[src/hw/csbi_pkg.sv]
// shared constants of the cpu system bus interface
package csbi_pkg;
   // register map, 36-bit physical byte addresses
   localparam logic [35:0] CSBI_MODE_ADDR = 36'hF_FF10_0000;
   localparam logic [35:0] CSBI_STAT_ADDR = 36'hF_FF10_0008;
   // system_interface_mode fields
   localparam int CSBI_DRATE_BIT = 0;
   localparam int CSBI_WMODE_LSB = 1;
   localparam int CSBI_TOEN_BIT = 3;
   localparam int CSBI_TOVAL_LSB = 4;
   localparam int CSBI_TOVAL_W = 16;
   localparam logic [15:0] CSBI_TOVAL_RESET = 16'hFFFF;
   localparam logic [1:0] CSBI_WMODE_RESET = 2'h0;
   // write protocol codes
   localparam logic [1:0] CSBI_WMODE_LEGACY = 2'h0;
   localparam logic [1:0] CSBI_WMODE_PIPE = 2'h2;
   localparam logic [1:0] CSBI_WMODE_REISSUE = 2'h3;
   // status fields
   localparam int CSBI_ST_ERR_BIT = 0;
   localparam int CSBI_ST_LEGACY_BIT = 1;
   localparam int CSBI_ST_PEND_BIT = 2;
   localparam int CSBI_ST_TOUT_BIT = 3;
   // command_id_bus layout in legacy mode
   localparam int CSBI_CMD_DATA_BIT = 4;
   localparam int CSBI_CMD_WRITE_BIT = 3;
   localparam int CSBI_CMD_BLOCK_BIT = 2;
   localparam int CSBI_ID_LAST_BIT = 3;
   localparam int CSBI_ID_ERR_BIT = 1;
   localparam int CSBI_ID_NOCHK_BIT = 0;
   localparam logic [1:0] CSBI_BLOCK_CODE = 2'h1;
   // element sizes
   localparam logic [1:0] CSBI_SIZE_BYTE = 2'h0;
   localparam logic [1:0] CSBI_SIZE_HALF = 2'h1;
   localparam logic [1:0] CSBI_SIZE_TRI = 2'h2;
   localparam logic [1:0] CSBI_SIZE_WORD = 2'h3;
   // timing counts in clock cycles
   localparam logic [1:0] CSBI_PACE_IDLE = 2'h2;
   localparam logic [1:0] CSBI_LEGACY_GAP = 2'h2;
   localparam int CSBI_GOOD_ERR_DELAY = 2;
   localparam int CSBI_CHECK_ERR_DELAY = 3;
   typedef enum logic [2:0] {ST_IDLE, ST_ADDR, ST_WDATA, ST_RWAIT, ST_RELEASE} csbi_state_e;
endpackage

[src/hw/csbi_addr_align.sv]
// address alignment for address cycles
module csbi_addr_align
   import csbi_pkg::*;
(
   input wire logic [31:0] addr,
   input wire logic block,
   input wire logic [1:0] size,
   output logic [31:0] aligned
);
   wire clear_two = block || (size == CSBI_SIZE_WORD);
   wire clear_one = (size == CSBI_SIZE_HALF);
   // single byte and tri-byte requests keep the exact byte address
   assign aligned = {addr[31:2], addr[1] & ~clear_two, addr[0] & ~(clear_two | clear_one)};
endmodule

[src/hw/csbi_data_check.sv]
// read data error detection with fixed reporting latency
module csbi_data_check
   import csbi_pkg::*;
#(
   parameter int DATA_W = 32
)
(
   input wire logic clk,
   input wire logic rst_n,
   input wire logic word_valid,
   input wire logic [DATA_W-1:0] data,
   input wire logic [DATA_W/8-1:0] check,
   input wire logic err_flag,
   input wire logic no_check,
   input wire logic block,
   output logic err_pulse,
   output logic inv_pulse
);
   logic [DATA_W/8-1:0] lane_bad;
   logic [CSBI_GOOD_ERR_DELAY-1:0] gd_q, gd_blk_q;
   logic [CSBI_CHECK_ERR_DELAY-1:0] ck_q, ck_blk_q;

   // even parity per byte lane
   for (genvar i = 0; i < DATA_W / 8; i++) begin : g_lane
      assign lane_bad[i] = ^{data[8*i+:8], check[i]};
   end

   wire gd_now = word_valid && err_flag;
   wire ck_now = word_valid && !no_check && (|lane_bad);

   always_ff @(posedge clk) begin
      if (!rst_n) begin
         gd_q <= '0;
         gd_blk_q <= '0;
         ck_q <= '0;
         ck_blk_q <= '0;
      end else begin
         gd_q <= {gd_q[CSBI_GOOD_ERR_DELAY-2:0], gd_now};
         gd_blk_q <= {gd_blk_q[CSBI_GOOD_ERR_DELAY-2:0], gd_now && block};
         ck_q <= {ck_q[CSBI_CHECK_ERR_DELAY-2:0], ck_now};
         ck_blk_q <= {ck_blk_q[CSBI_CHECK_ERR_DELAY-2:0], ck_now && block};
      end
   end

   // one merged pulse: the cause is deliberately not told apart
   assign err_pulse = gd_q[CSBI_GOOD_ERR_DELAY-1] | ck_q[CSBI_CHECK_ERR_DELAY-1];
   assign inv_pulse = gd_blk_q[CSBI_GOOD_ERR_DELAY-1] | ck_blk_q[CSBI_CHECK_ERR_DELAY-1];
endmodule

[src/hw/csbi_bus_if.sv]
// processor side system bus interface: requests, mode register, read errors
//
// Functional notes
// - address cycles carry the full 32-bit physical address
// - block request addresses have their low two bits cleared
// - single requests align to element size; byte and tri-byte keep exact address
// - mode register lives at a fixed address, full word access only
// - two-bit write mode: 00 legacy, 10 pipelined, 11 reissue; resets to 00
// - data rate bit set puts two idle cycles between block write words
// - a zero timeout value may raise a timeout regardless of enable
// - timeout counter is stopped in standard protocol mode
// - good-data flag checked on every returned word, error raises bus error
// - check bits verified on every returned word without the no-check bit set, failure raises bus error
// - good-data error reported two cycles later, check error three cycles later
// - block refill error invalidates the line, cause is not reported
// - protocol select low means legacy protocol, high means standard protocol
// - legacy mode has no protocol error output; read timeout raises bus error
// - legacy mode drives upper command pins and read-ready output low
// - cpu valid low marks a valid cpu bus cycle
// - cpu bus release low hands the bus to the agent
// - command bit 4 low marks address cycles, high marks data cycles
// - no new request while a read awaits its data
module csbi_bus_if
   import csbi_pkg::*;
#(
   parameter int BLOCK_WORDS = 8
)
(
   input wire logic clk,
   input wire logic rst_n,
   input wire logic [35:0] reg_addr,
   input wire logic [31:0] reg_wdata,
   input wire logic reg_wr,
   input wire logic reg_rd,
   output logic [31:0] reg_rdata,
   input wire logic req_valid,
   output logic req_ready,
   input wire logic req_write,
   input wire logic req_block,
   input wire logic [1:0] req_size,
   input wire logic [31:0] req_addr,
   input wire logic wd_valid,
   output logic wd_ready,
   input wire logic [31:0] wd_data,
   output logic rd_valid,
   output logic [31:0] rd_data,
   output logic rd_last,
   output logic bus_error,
   output logic line_invalid,
   input wire logic [31:0] shared_addr_data_bus_in,
   output logic [31:0] shared_addr_data_bus_out,
   output logic shared_addr_data_bus_oe,
   input wire logic [4:0] command_id_bus_in,
   output logic [4:0] command_id_bus_out,
   output logic command_id_bus_oe,
   output logic [3:0] command_id_hi_out,
   input wire logic [3:0] shared_check_bits_in,
   input wire logic agent_valid_n,
   output logic cpu_valid_n,
   input wire logic agent_ownership_request_n,
   output logic cpu_bus_release_n,
   input wire logic agent_accept_ready_n,
   output logic read_ready_out_n,
   input wire logic protocol_select_n
);
   localparam int IN_W = 45;
   localparam logic [3:0] LAST_IDX = 4'(BLOCK_WORDS - 1);

   csbi_state_e state;
   logic [IN_W-1:0] sync1, sync2;
   logic drate, to_en, err_seen, tout_seen;
   logic [1:0] wmode, gap_cnt, pace_cnt, cur_size;
   logic [15:0] toval, to_cnt;
   logic cur_write, cur_block, to_err;
   logic [3:0] word_cnt;
   logic [31:0] aligned;
   logic chk_err, chk_inv;

   // two-flop capture of every pin input
   always_ff @(posedge clk) begin
      if (!rst_n) begin
         sync1 <= '1;
         sync2 <= '1;
      end else begin
         sync1 <= {shared_addr_data_bus_in, command_id_bus_in, shared_check_bits_in, agent_valid_n,
                   agent_ownership_request_n, agent_accept_ready_n, protocol_select_n};
         sync2 <= sync1;
      end
   end

   wire [31:0] ad_s = sync2[44:13];
   wire [4:0] cmd_s = sync2[12:8];
   wire [3:0] chk_s = sync2[7:4];
   wire agent_valid_s = !sync2[3];
   wire own_req_s = !sync2[2];
   wire accept_s = !sync2[1];
   wire legacy_s = !sync2[0];

   // register decode; the plain port always moves a whole word
   wire mode_sel = (reg_addr == CSBI_MODE_ADDR);
   wire stat_sel = (reg_addr == CSBI_STAT_ADDR);
   wire mode_wr = reg_wr && mode_sel;
   wire stat_wr = reg_wr && stat_sel;
   wire [31:0] mode_word = {12'h000, toval, to_en, wmode, drate};
   wire [31:0] stat_word = {28'h0000000, tout_seen, (state == ST_RWAIT), legacy_s, err_seen};
   wire [31:0] rd_mux = mode_sel ? mode_word : (stat_sel ? stat_word : 32'h0000_0000);

   // request and data handshakes
   wire req_take = req_valid && req_ready;
   assign req_ready = (state == ST_IDLE) && !own_req_s && accept_s && (gap_cnt == 2'h0);
   assign wd_ready = cur_write && (state == ST_ADDR || state == ST_WDATA) && (pace_cnt == 2'h0);
   wire wd_take = wd_valid && wd_ready;
   wire [3:0] end_idx = cur_block ? LAST_IDX : 4'h0;
   wire xfer_last = (word_cnt == end_idx);
   wire [1:0] size_code = req_block ? CSBI_BLOCK_CODE : req_size;
   wire [4:0] addr_cmd = {1'b0, req_write, req_block, size_code};
   wire [4:0] data_id = {1'b1, !xfer_last, 3'h0};
   wire [1:0] next_gap = (wmode == CSBI_WMODE_PIPE || wmode == CSBI_WMODE_REISSUE) ?
                         2'h0 : CSBI_LEGACY_GAP;
   wire [1:0] next_pace = (cur_block && drate) ? CSBI_PACE_IDLE : 2'h0;

   // read reply and timeout
   wire rdata_in = (state == ST_RWAIT) && agent_valid_s && cmd_s[CSBI_CMD_DATA_BIT];
   wire timeout_hit = legacy_s && (to_en || toval == 16'h0000) && (to_cnt >= toval);

   csbi_addr_align u_align (
      .addr(req_addr),
      .block(req_block),
      .size(req_size),
      .aligned(aligned)
   );

   csbi_data_check #(.DATA_W(32)) u_check (
      .clk(clk),
      .rst_n(rst_n),
      .word_valid(rdata_in),
      .data(ad_s),
      .check(chk_s),
      .err_flag(cmd_s[CSBI_ID_ERR_BIT]),
      .no_check(cmd_s[CSBI_ID_NOCHK_BIT]),
      .block(cur_block),
      .err_pulse(chk_err),
      .inv_pulse(chk_inv)
   );

   // a timeout is just another bus error; no separate protocol error pin
   assign bus_error = chk_err | to_err;
   assign line_invalid = chk_inv | (to_err & cur_block);

   // mode register
   always_ff @(posedge clk) begin
      if (!rst_n) begin
         drate <= 1'b0;
         wmode <= CSBI_WMODE_RESET;
         to_en <= 1'b0;
         toval <= CSBI_TOVAL_RESET;
      end else if (mode_wr) begin
         drate <= reg_wdata[CSBI_DRATE_BIT];
         wmode <= reg_wdata[CSBI_WMODE_LSB+:2];
         to_en <= reg_wdata[CSBI_TOEN_BIT];
         toval <= reg_wdata[CSBI_TOVAL_LSB+:CSBI_TOVAL_W];
      end
   end

   // sticky status; a new event beats a clear in the same cycle
   always_ff @(posedge clk) begin
      if (!rst_n) begin
         err_seen <= 1'b0;
         tout_seen <= 1'b0;
         reg_rdata <= 32'h0000_0000;
      end else begin
         err_seen <= (err_seen && !(stat_wr && reg_wdata[CSBI_ST_ERR_BIT])) || bus_error;
         tout_seen <= (tout_seen && !(stat_wr && reg_wdata[CSBI_ST_TOUT_BIT])) || to_err;
         reg_rdata <= reg_rd ? rd_mux : 32'h0000_0000;
      end
   end

   // legacy-mode fixed pins
   always_ff @(posedge clk) begin
      if (!rst_n) begin
         command_id_hi_out <= 4'h0;
         read_ready_out_n <= 1'b1;
      end else begin
         command_id_hi_out <= 4'h0;
         read_ready_out_n <= !legacy_s;
      end
   end

   // transaction engine; every bus output leaves a flip-flop
   always_ff @(posedge clk) begin
      if (!rst_n) begin
         state <= ST_IDLE;
         shared_addr_data_bus_out <= 32'h0000_0000;
         shared_addr_data_bus_oe <= 1'b0;
         command_id_bus_out <= 5'h00;
         command_id_bus_oe <= 1'b0;
         cpu_valid_n <= 1'b1;
         cpu_bus_release_n <= 1'b1;
         rd_valid <= 1'b0;
         rd_data <= 32'h0000_0000;
         rd_last <= 1'b0;
         to_err <= 1'b0;
         to_cnt <= 16'h0000;
         gap_cnt <= 2'h0;
         pace_cnt <= 2'h0;
         word_cnt <= 4'h0;
         cur_write <= 1'b0;
         cur_block <= 1'b0;
         cur_size <= 2'h0;
      end else begin
         cpu_valid_n <= 1'b1;
         shared_addr_data_bus_oe <= 1'b0;
         command_id_bus_oe <= 1'b0;
         rd_valid <= 1'b0;
         rd_last <= 1'b0;
         to_err <= 1'b0;
         case (state)
            ST_IDLE: begin
               if (gap_cnt != 2'h0) gap_cnt <= gap_cnt - 2'h1;
               if (own_req_s) begin
                  cpu_bus_release_n <= 1'b0;
                  state <= ST_RELEASE;
               end else if (req_take) begin
                  cur_write <= req_write;
                  cur_block <= req_block;
                  cur_size <= size_code;
                  word_cnt <= 4'h0;
                  pace_cnt <= 2'h0;
                  shared_addr_data_bus_out <= aligned;
                  command_id_bus_out <= addr_cmd;
                  shared_addr_data_bus_oe <= 1'b1;
                  command_id_bus_oe <= 1'b1;
                  cpu_valid_n <= 1'b0;
                  state <= ST_ADDR;
               end
            end
            ST_ADDR, ST_WDATA: begin
               if (!cur_write) begin
                  // agent owns the bus by default while the read is pending
                  cpu_bus_release_n <= 1'b0;
                  to_cnt <= 16'h0000;
                  state <= ST_RWAIT;
               end else if (wd_take) begin
                  shared_addr_data_bus_out <= wd_data;
                  command_id_bus_out <= data_id;
                  shared_addr_data_bus_oe <= 1'b1;
                  command_id_bus_oe <= 1'b1;
                  cpu_valid_n <= 1'b0;
                  word_cnt <= word_cnt + 4'h1;
                  pace_cnt <= next_pace;
                  if (xfer_last) begin
                     gap_cnt <= next_gap;
                     state <= ST_IDLE;
                  end else begin
                     state <= ST_WDATA;
                  end
               end else begin
                  if (pace_cnt != 2'h0) pace_cnt <= pace_cnt - 2'h1;
                  state <= ST_WDATA;
               end
            end
            ST_RWAIT: begin
               if (rdata_in) begin
                  rd_valid <= 1'b1;
                  rd_data <= ad_s;
                  rd_last <= xfer_last;
                  word_cnt <= word_cnt + 4'h1;
                  to_cnt <= 16'h0000;
                  // the whole block is taken even after a flagged word; only a timeout ends it early
                  if (xfer_last) begin
                     cpu_bus_release_n <= 1'b1;
                     state <= ST_IDLE;
                  end
               end else if (timeout_hit) begin
                  to_err <= 1'b1;
                  cpu_bus_release_n <= 1'b1;
                  state <= ST_IDLE;
               end else if (legacy_s) begin
                  to_cnt <= to_cnt + 16'h0001;
               end else begin
                  to_cnt <= 16'h0000;
               end
            end
            ST_RELEASE: begin
               if (!own_req_s) begin
                  cpu_bus_release_n <= 1'b1;
                  state <= ST_IDLE;
               end
            end
            default: state <= ST_IDLE;
         endcase
      end
   end
endmodule

[config.mk]
export PLATFORM = sky130hd
export DESIGN_NAME = csbi_bus_if
export DESIGN_NICKNAME = d
export VERILOG_FILES = /design/src/hw/csbi_pkg.sv /design/src/hw/csbi_addr_align.sv /design/src/hw/csbi_data_check.sv /design/src/hw/csbi_bus_if.sv
export SDC_FILE = /design/constraint.sdc
export NUM_CORES = 1
export LEC_CHECK = 0
export BUFFER_PORTS_ARGS = -buffer_cell sky130_fd_sc_hd__buf_4
export CAP_MARGIN = 15
export CELL_PAD_IN_SITES_DETAIL_PLACEMENT = 2
export CELL_PAD_IN_SITES_GLOBAL_PLACEMENT = 2
export CORE_MARGIN = 2
export CORE_UTILIZATION = 34
export CTS_BUF_LIST = sky130_fd_sc_hd__clkbuf_8
export CTS_CLUSTER_SIZE = 16
export DETAILED_ROUTE_END_ITERATION = 8
export GPL_ROUTABILITY_DRIVEN = 0
export PLACE_DENSITY = 0.86
export SETUP_SLACK_MARGIN = 0.15
export SLEW_MARGIN = 20
export SYNTH_ARGS = -nofsm -noshare
export SYNTH_HDL_FRONTEND = slang
export SYNTH_SLANG_ARGS = --single-unit
[constraint.sdc]
create_clock -name clk -period 3.95 [get_ports clk]
set_input_delay 0.1975 -clock clk [delete_from_list [all_inputs] [get_ports clk]]
set_output_delay 0.1975 -clock clk [all_outputs]
set_load 0.02 [all_outputs]
=== Word level (Yosys, flattened, before mapping) ===
Index checks and enable logic that the tools add are counted.
Widths: inputs -> output; s select.

* Bits in registers: 259

* Reductions and logical operators: 66
* Order comparisons: 1
* Muxes and demuxes: 67
* Add/subtract/negate cells: 4
* Eq/ne operators: 26
* Bitwise operators: 13

{| class="wikitable"
|+ Operators with widths
! operator !! number
|-
| $mux 32 || 4
|-
| $eq 36x36->1 const B || 2
|-
| $mux 16 || 4
|-
| $pmux 32 s2 || 1
|-
| $reduce_xor 9->1 || 4
|-
| $pmux 16 s2 || 1
|-
| $mux 3 || 9
|-
| $mux 2 || 13
|-
| $mux 4 || 6
|-
| $logic_and 1x1->1 || 23
|-
| $mux 20 || 1
|-
| $mux 5 || 4
|-
| $add 16x1->16 const B || 1
|-
| $ge 16x16->1 || 1
|-
| $logic_not 16->1 || 1
|-
| $mux 1 || 16
|-
| $ne 2x2->1 const B || 8
|-
| $reduce_and 5->1 || 3
|-
| $pmux 3 s4 || 1
|-
| $pmux 4 s3 || 1
|-
| $reduce_and 6->1 || 2
|-
| $pmux 5 s2 || 1
|-
| $ne 3x3->1 const B || 3
|-
| $reduce_and 3->1 || 3
|-
| 29 further kinds || 64
|}

=== Longest topological paths before layout ===
* Depth after elaboration: 8
* Depth in mapped cells: 11
* Mapped depth without buffers: 8

=== Modules after synthesis ===
A second synthesis with hierarchy kept.

* Cells, all modules: 1030
* Area, all modules: 9848.2 um2

{| class="wikitable"
|+ Modules (own cells, without submodules)
! module !! instances !! cells an instance !! area each (um2) !! sequential area each (um2)
|-
| csbi_bus_if || 1 || 946 || 8986.1 || 4664.5
|-
| csbi_data_check || 1 || 51 || 608.1 || 200.2
|-
| csbi_addr_align || 1 || 33 || 254.0 || 0.0
|}

=== Least setup slack after synthesis ===
OpenSTA, ideal clock, no wires.

* Kind: reg2reg
* From: reg toval[13]
* To: reg to_cnt[13]
* Data arrival time: 2280 ps
* Path buffers: 1
* Path slack: 1600 ps
* Data required time: 3880 ps
* Stages on the path, launching flop included: 10
* Cell sequence: dfxtp_1 > inv_1 > ha_1 > a21o_1 > a21o_1 > a2111oi_4 > a21boi_2 > buf_6 > or4_1 > a21oi_1

* Word-level cells in the longest chain between the ends: 6
* Elaborated cells on any way between the ends: 7
* Classes of those cells: 1 x order compare; 1 x eq/ne; 5 x reduce/logical

{| class="wikitable"
|+ Ends and longest elaborated chain
! what !! line !! RTL
|-
| start: declaration || csbi_bus_if.sv:73 || <nowiki>logic [15:0] toval, to_cnt;</nowiki>
|-
| start signal: assignment || csbi_bus_if.sv:161 || <nowiki>toval <= reg_wdata[CSBI_TOVAL_LSB+:CSBI_TOVAL_W];</nowiki>
|-
| branches (longest 3 deep; another with $ge 16x16->1) || - ||
|-
| $logic_and 1x1->1 (*) || csbi_bus_if.sv:124 || <nowiki>wire timeout_hit = legacy_s && (to_en || toval == 16'h0000) && (to_cnt >= toval);</nowiki>
|-
| $ne 3x2->1 (no source line) (*) || - ||
|-
| $reduce_and 3->1 (no source line) (*) || - ||
|-
| end signal: assignment || csbi_bus_if.sv:279 || <nowiki>to_cnt <= to_cnt + 16'h0001;</nowiki>
|-
| end: declaration || csbi_bus_if.sv:73 ||
|}

Mark *: on every way between the ends.
A chain may end at the register's enable or synchronous reset.

=== Worst setup path in the final report ===
* From: reg state[0]
* To: reg shared_addr_data_bus_out[5]

* Word-level cells in the longest chain between the ends: 7
* Elaborated cells on any way between the ends: 19
* Classes of those cells: 6 x eq/ne; 1 x mux; 12 x reduce/logical

{| class="wikitable"
|+ Ends and longest elaborated chain
! what !! line !! RTL
|-
| start: declaration || csbi_bus_if.sv:69 || <nowiki>csbi_state_e state;</nowiki>
|-
| start signal: assignment || csbi_bus_if.sv:192 || <nowiki>state <= ST_IDLE;</nowiki>
|-
| start signal: assignment || csbi_bus_if.sv:222 || <nowiki>state <= ST_RELEASE;</nowiki>
|-
| start signal: assignment || csbi_bus_if.sv:234 || <nowiki>state <= ST_ADDR;</nowiki>
|-
| $eq 3x1->1, or another cell as far along || csbi_bus_if.sv:111, csbi_bus_if.sv:217 ||
|-
| $logic_or 1x1->1 or $logic_and 1x1->1 (tied branches) || csbi_bus_if.sv:111, csbi_bus_if.sv:110 ||
|-
| $logic_and 1x1->1 (on tied branches) (2 in series) || csbi_bus_if.sv:111, csbi_bus_if.sv:110 ||
|-
| $logic_and 1x1->1 (on tied branches) || csbi_bus_if.sv:112, csbi_bus_if.sv:109 ||
|-
| $ne 2x2->1 (no source line) || - ||
|-
| $reduce_and 5->1 (no source line) || - ||
|-
| end signal: assignment || csbi_bus_if.sv:229 || <nowiki>shared_addr_data_bus_out <= aligned;</nowiki>
|-
| end signal: assignment || csbi_bus_if.sv:244 || <nowiki>shared_addr_data_bus_out <= wd_data;</nowiki>
|-
| end: declaration || csbi_bus_if.sv:51 || <nowiki>output logic [31:0] shared_addr_data_bus_out,</nowiki>
|}

Parallel ways exist; a longest one is shown, timed or not.

==> results.json <==
{
  "status": "finished clean",
  "io_pins": 303,
  "cp_cell_sequence": "xnor2_1 -> nor2_4 -> buf_4 -> mux2i_1 -> dlygate4sd3_1 -> nand2_1 -> o211a_1",
  "path_class": "reg -> reg",
  "ys_ff_latch": 243,
  "swShare_pct": 28.3,
  "start_util_pct": 34.5,
  "drv_cap": 0,
  "cts_buffers": 44,
  "grt_pass1_vias": 10900,
  "clock_sinks": 243,
  "die_w_um": 172,
  "synth.distinct_cells": 58,
  "period_minus_slack_ns": 3.17,
  "clock_skew_ns": 0.0541,
  "synth_edf_count": 0,
  "seq_power_share_pct": 41.9,
  "intPower_mw": 4.45,
  "power.leakage_nw": 6.19,
  "clock_path_buffers": 3,
  "crit_fanout": 25,
  "drc_errors": 0,
  "root_buffer": "clkbuf_8",
  "cts_tree": "done",
  "final_antenna_net_count": 0,
  "worst_pin_slew_ns": 0.729,
  "die_h_um": 172,
  "synth_ff_type": "dfxtp_1",
  "first_pass_iters": 6,
  "startpoint_type": "register",
  "avgSynthCellArea_sq_um": 9.69,
  "dieArea_sq_um": 29700,
  "overflow": 0,
  "tns_ns": 0,
  "io_buffers": 272,
  "worst_hold_path_type": "in -> reg",
  "post_cts_buffers": 0,
  "peakVddDrop_mv": 0.357,
  "powerDensity_nw_per_um2": 450,
  "postCtsResizedCells": 0,
  "dp.cells": 1588,
  "nets": 1552,
  "syn_area_sq_um": 9620,
  "core_sq_um": 27900,
  "finalSetupViolations": 0,
  "cp-end-kind": "register",
  "vias_per_cell": 5.23,
  "finalHoldViolCount": 0,
  "placement_rows": 61,
  "grt_pass1_wl_um": 69900,
  "drt-initial-drc-count": 509,
  "num_vias": 9188,
  "clkPwrFrac_pct": 45.8,
  "slowest_stage": "dfxtp_1",
  "slew_viol_final": 0,
  "hpwl_um": 23000,
  "fmax_mhz": 315,
  "worstSkewPairLatency_ns": 0.59,
  "relSlewSlack_pct": 51.4,
  "layout-drive-gt1-share_pct": 26.6,
  "synth-async-reset-ratio_pct": 0,
  "gr-usage-all-layers_pct": 31.7,
  "cts_htree_levels": 2,
  "fin_cells": 1758,
  "p_switching_mw": 1.76,
  "rsz0062_at_grt": "no",
  "cp.arrival_ns": 3.65,
  "antenna_found_initial": 1,
  "wl_per_cell_um": 26.9,
  "synth.yosys.seq_area_share_pct": 50.6,
  "critPathRequiredTime_ns": 4.43,
  "yosysWarningCount": 0,
  "cts.hold.buffers_added": 89,
  "syn_inst": 993,
  "path_clk_slew_ns": 0.08,
  "slowest_delay_ns": 0.68,
  "grt_max_degree": 165,
  "syn_to_final_growth_pct": 43.4,
  "combPwrFrac_pct": 12.2,
  "wl_um": 47300,
  "fin_crit_sh_pct": 80.3
}
==> power by group through the flow <==
| stage | sequential (mW) | clock, mW | combinational, mW |
|---|---|---|---|
| 2_1_floorplan | 2.64 | 0 | 0.345 |
| 3_3_place_gp | 2.63 | 0 | 0.596 |
| 3_5_place_dp | 2.63 | 0 | 0.623 |
| 4_1_cts | 2.59 | 2.79 | 0.719 |
| 5_1_grt | 2.60 | 3.00 | 0.800 |
| 6_report | 2.60 | 2.84 | 0.759 |
==> metal layers <==
metal / share of wire (%) / wire, um / track usage, %
met5: 0.025 / 12 / 0
met4: 5.1 / 2420 / 15.6
met3: 6.2 / 2930 / 7.76
met2: 53 / 24900 / 59.7
met1: 36 / 16900 / 32.7
==> cell type report <==
class	instances	area [sq um]
fillers	2878	14100
repair buffers	370	3020
flip-flops and latches	243	4860
clock buffers	56	771
multi-input cells	659	4340
well taps	378	473
clock inverters	24	230
diodes	1	2.50
inverters	27	101
==> flip-flops by register name (all words and copies together) (netlist names), 4 cells and up <==
name / cells
command_id_bus_out: 5
rd_data: 32
reg_rdata: 20
shared_addr_data_bus_out: 32
sync1: 43
sync2: 43
to_cnt: 16
toval: 16
word_cnt: 4
==> cells in the mapped netlist (all sizes together) (13+ instances only) <==
master	instances	area share [%]
mux2i	45	4.7
inv	27	1.1
a21boi	39	3.1
o211ai	16	1.2
ha	20	2.6
buf	35	2.4
dfxtp	243	51
nand4	13	0.85
a21oi	28	1.5
and2	14	0.91
nor2	22	0.86
clkbuf	44	1.7
xnor2	30	2.7
nand2b	94	6.1
nand2	141	5.5
o211a	32	3.3
nor3	20	1.0
==> logic make-up after synthesis <==
| family | share of synthesized area, % |
|---|---|
| fa+ha+maj | 2.60 |
| mux | 4.92 |
| xor+xnor | 3.28 |
| compound gates | 12.9 |
| buf+inv | 5.12 |
| other cells | 0.0390 |
| simple gates | 20.6 |
| flops | 50.6 |
==> final timing paths <==
check                         from                                        to  slack [ns]  cells after the start
max          state[0]$_SDFFE_PN0P_  shared_addr_data_bus_out[5]$_SDFFE_PN0P_        0.78                      7
min                    req_addr[8]  shared_addr_data_bus_out[8]$_SDFFE_PN0P_       0.004                      4
max reg2reg  state[0]$_SDFFE_PN0P_  shared_addr_data_bus_out[5]$_SDFFE_PN0P_        0.78                      7
min reg2reg    sync1[2]$_SDFF_PN1_                       sync2[2]$_SDFF_PN1_        0.43                      1
==> cell usage in the layout (no fill, tap or decap), drive strengths merged, types with 22 or more instances in the layout <==
cell	count
dlygate4sd3	89
nor2	22
buf	281
xnor2	30
clkbuf	56
inv	40
dfxtp	243
nand2	141
a21boi	39
a21oi	28
o211a	32
mux2i	45
nand2b	94
==> worst max-delay path, delay by kind of cell, from the launching register on <==
family / cells / cell delay, ns
AOI/OAI and AO/OA: 1 / 0.15
xor gates and xnor gates: 1 / 0.33
buffers and inverters: 2 / 1.06
DFF: 1 / 0.68
muxes: 1 / 0.25
and+or+nand+nor: 2 / 0.58
==> through the flow <==
| step | hold slack (ns) | area (sq um) | worst slack [ns] | total power [mW] | utilization, % |
|---|---|---|---|---|---|
| final | 0.00436 | 13800 | 0.777 | 6.20 | 49.5 |
| after global routing | 0.0157 | 13800 | 0.703 | 6.40 | 49.5 |
| after CTS | 0.000686 | 13800 | 1.02 | 6.10 | 49.5 |
| after detailed placement | 0.386 | 11900 | 1.22 | 3.26 | 42.7 |
| after global placement | 0.380 | 11900 | 1.34 | 3.22 | 42.7 |
| after floorplan | 0.299 | 9680 | 1.60 | 2.99 | - |
No activity file was read; power rests on OpenSTA's default activity.
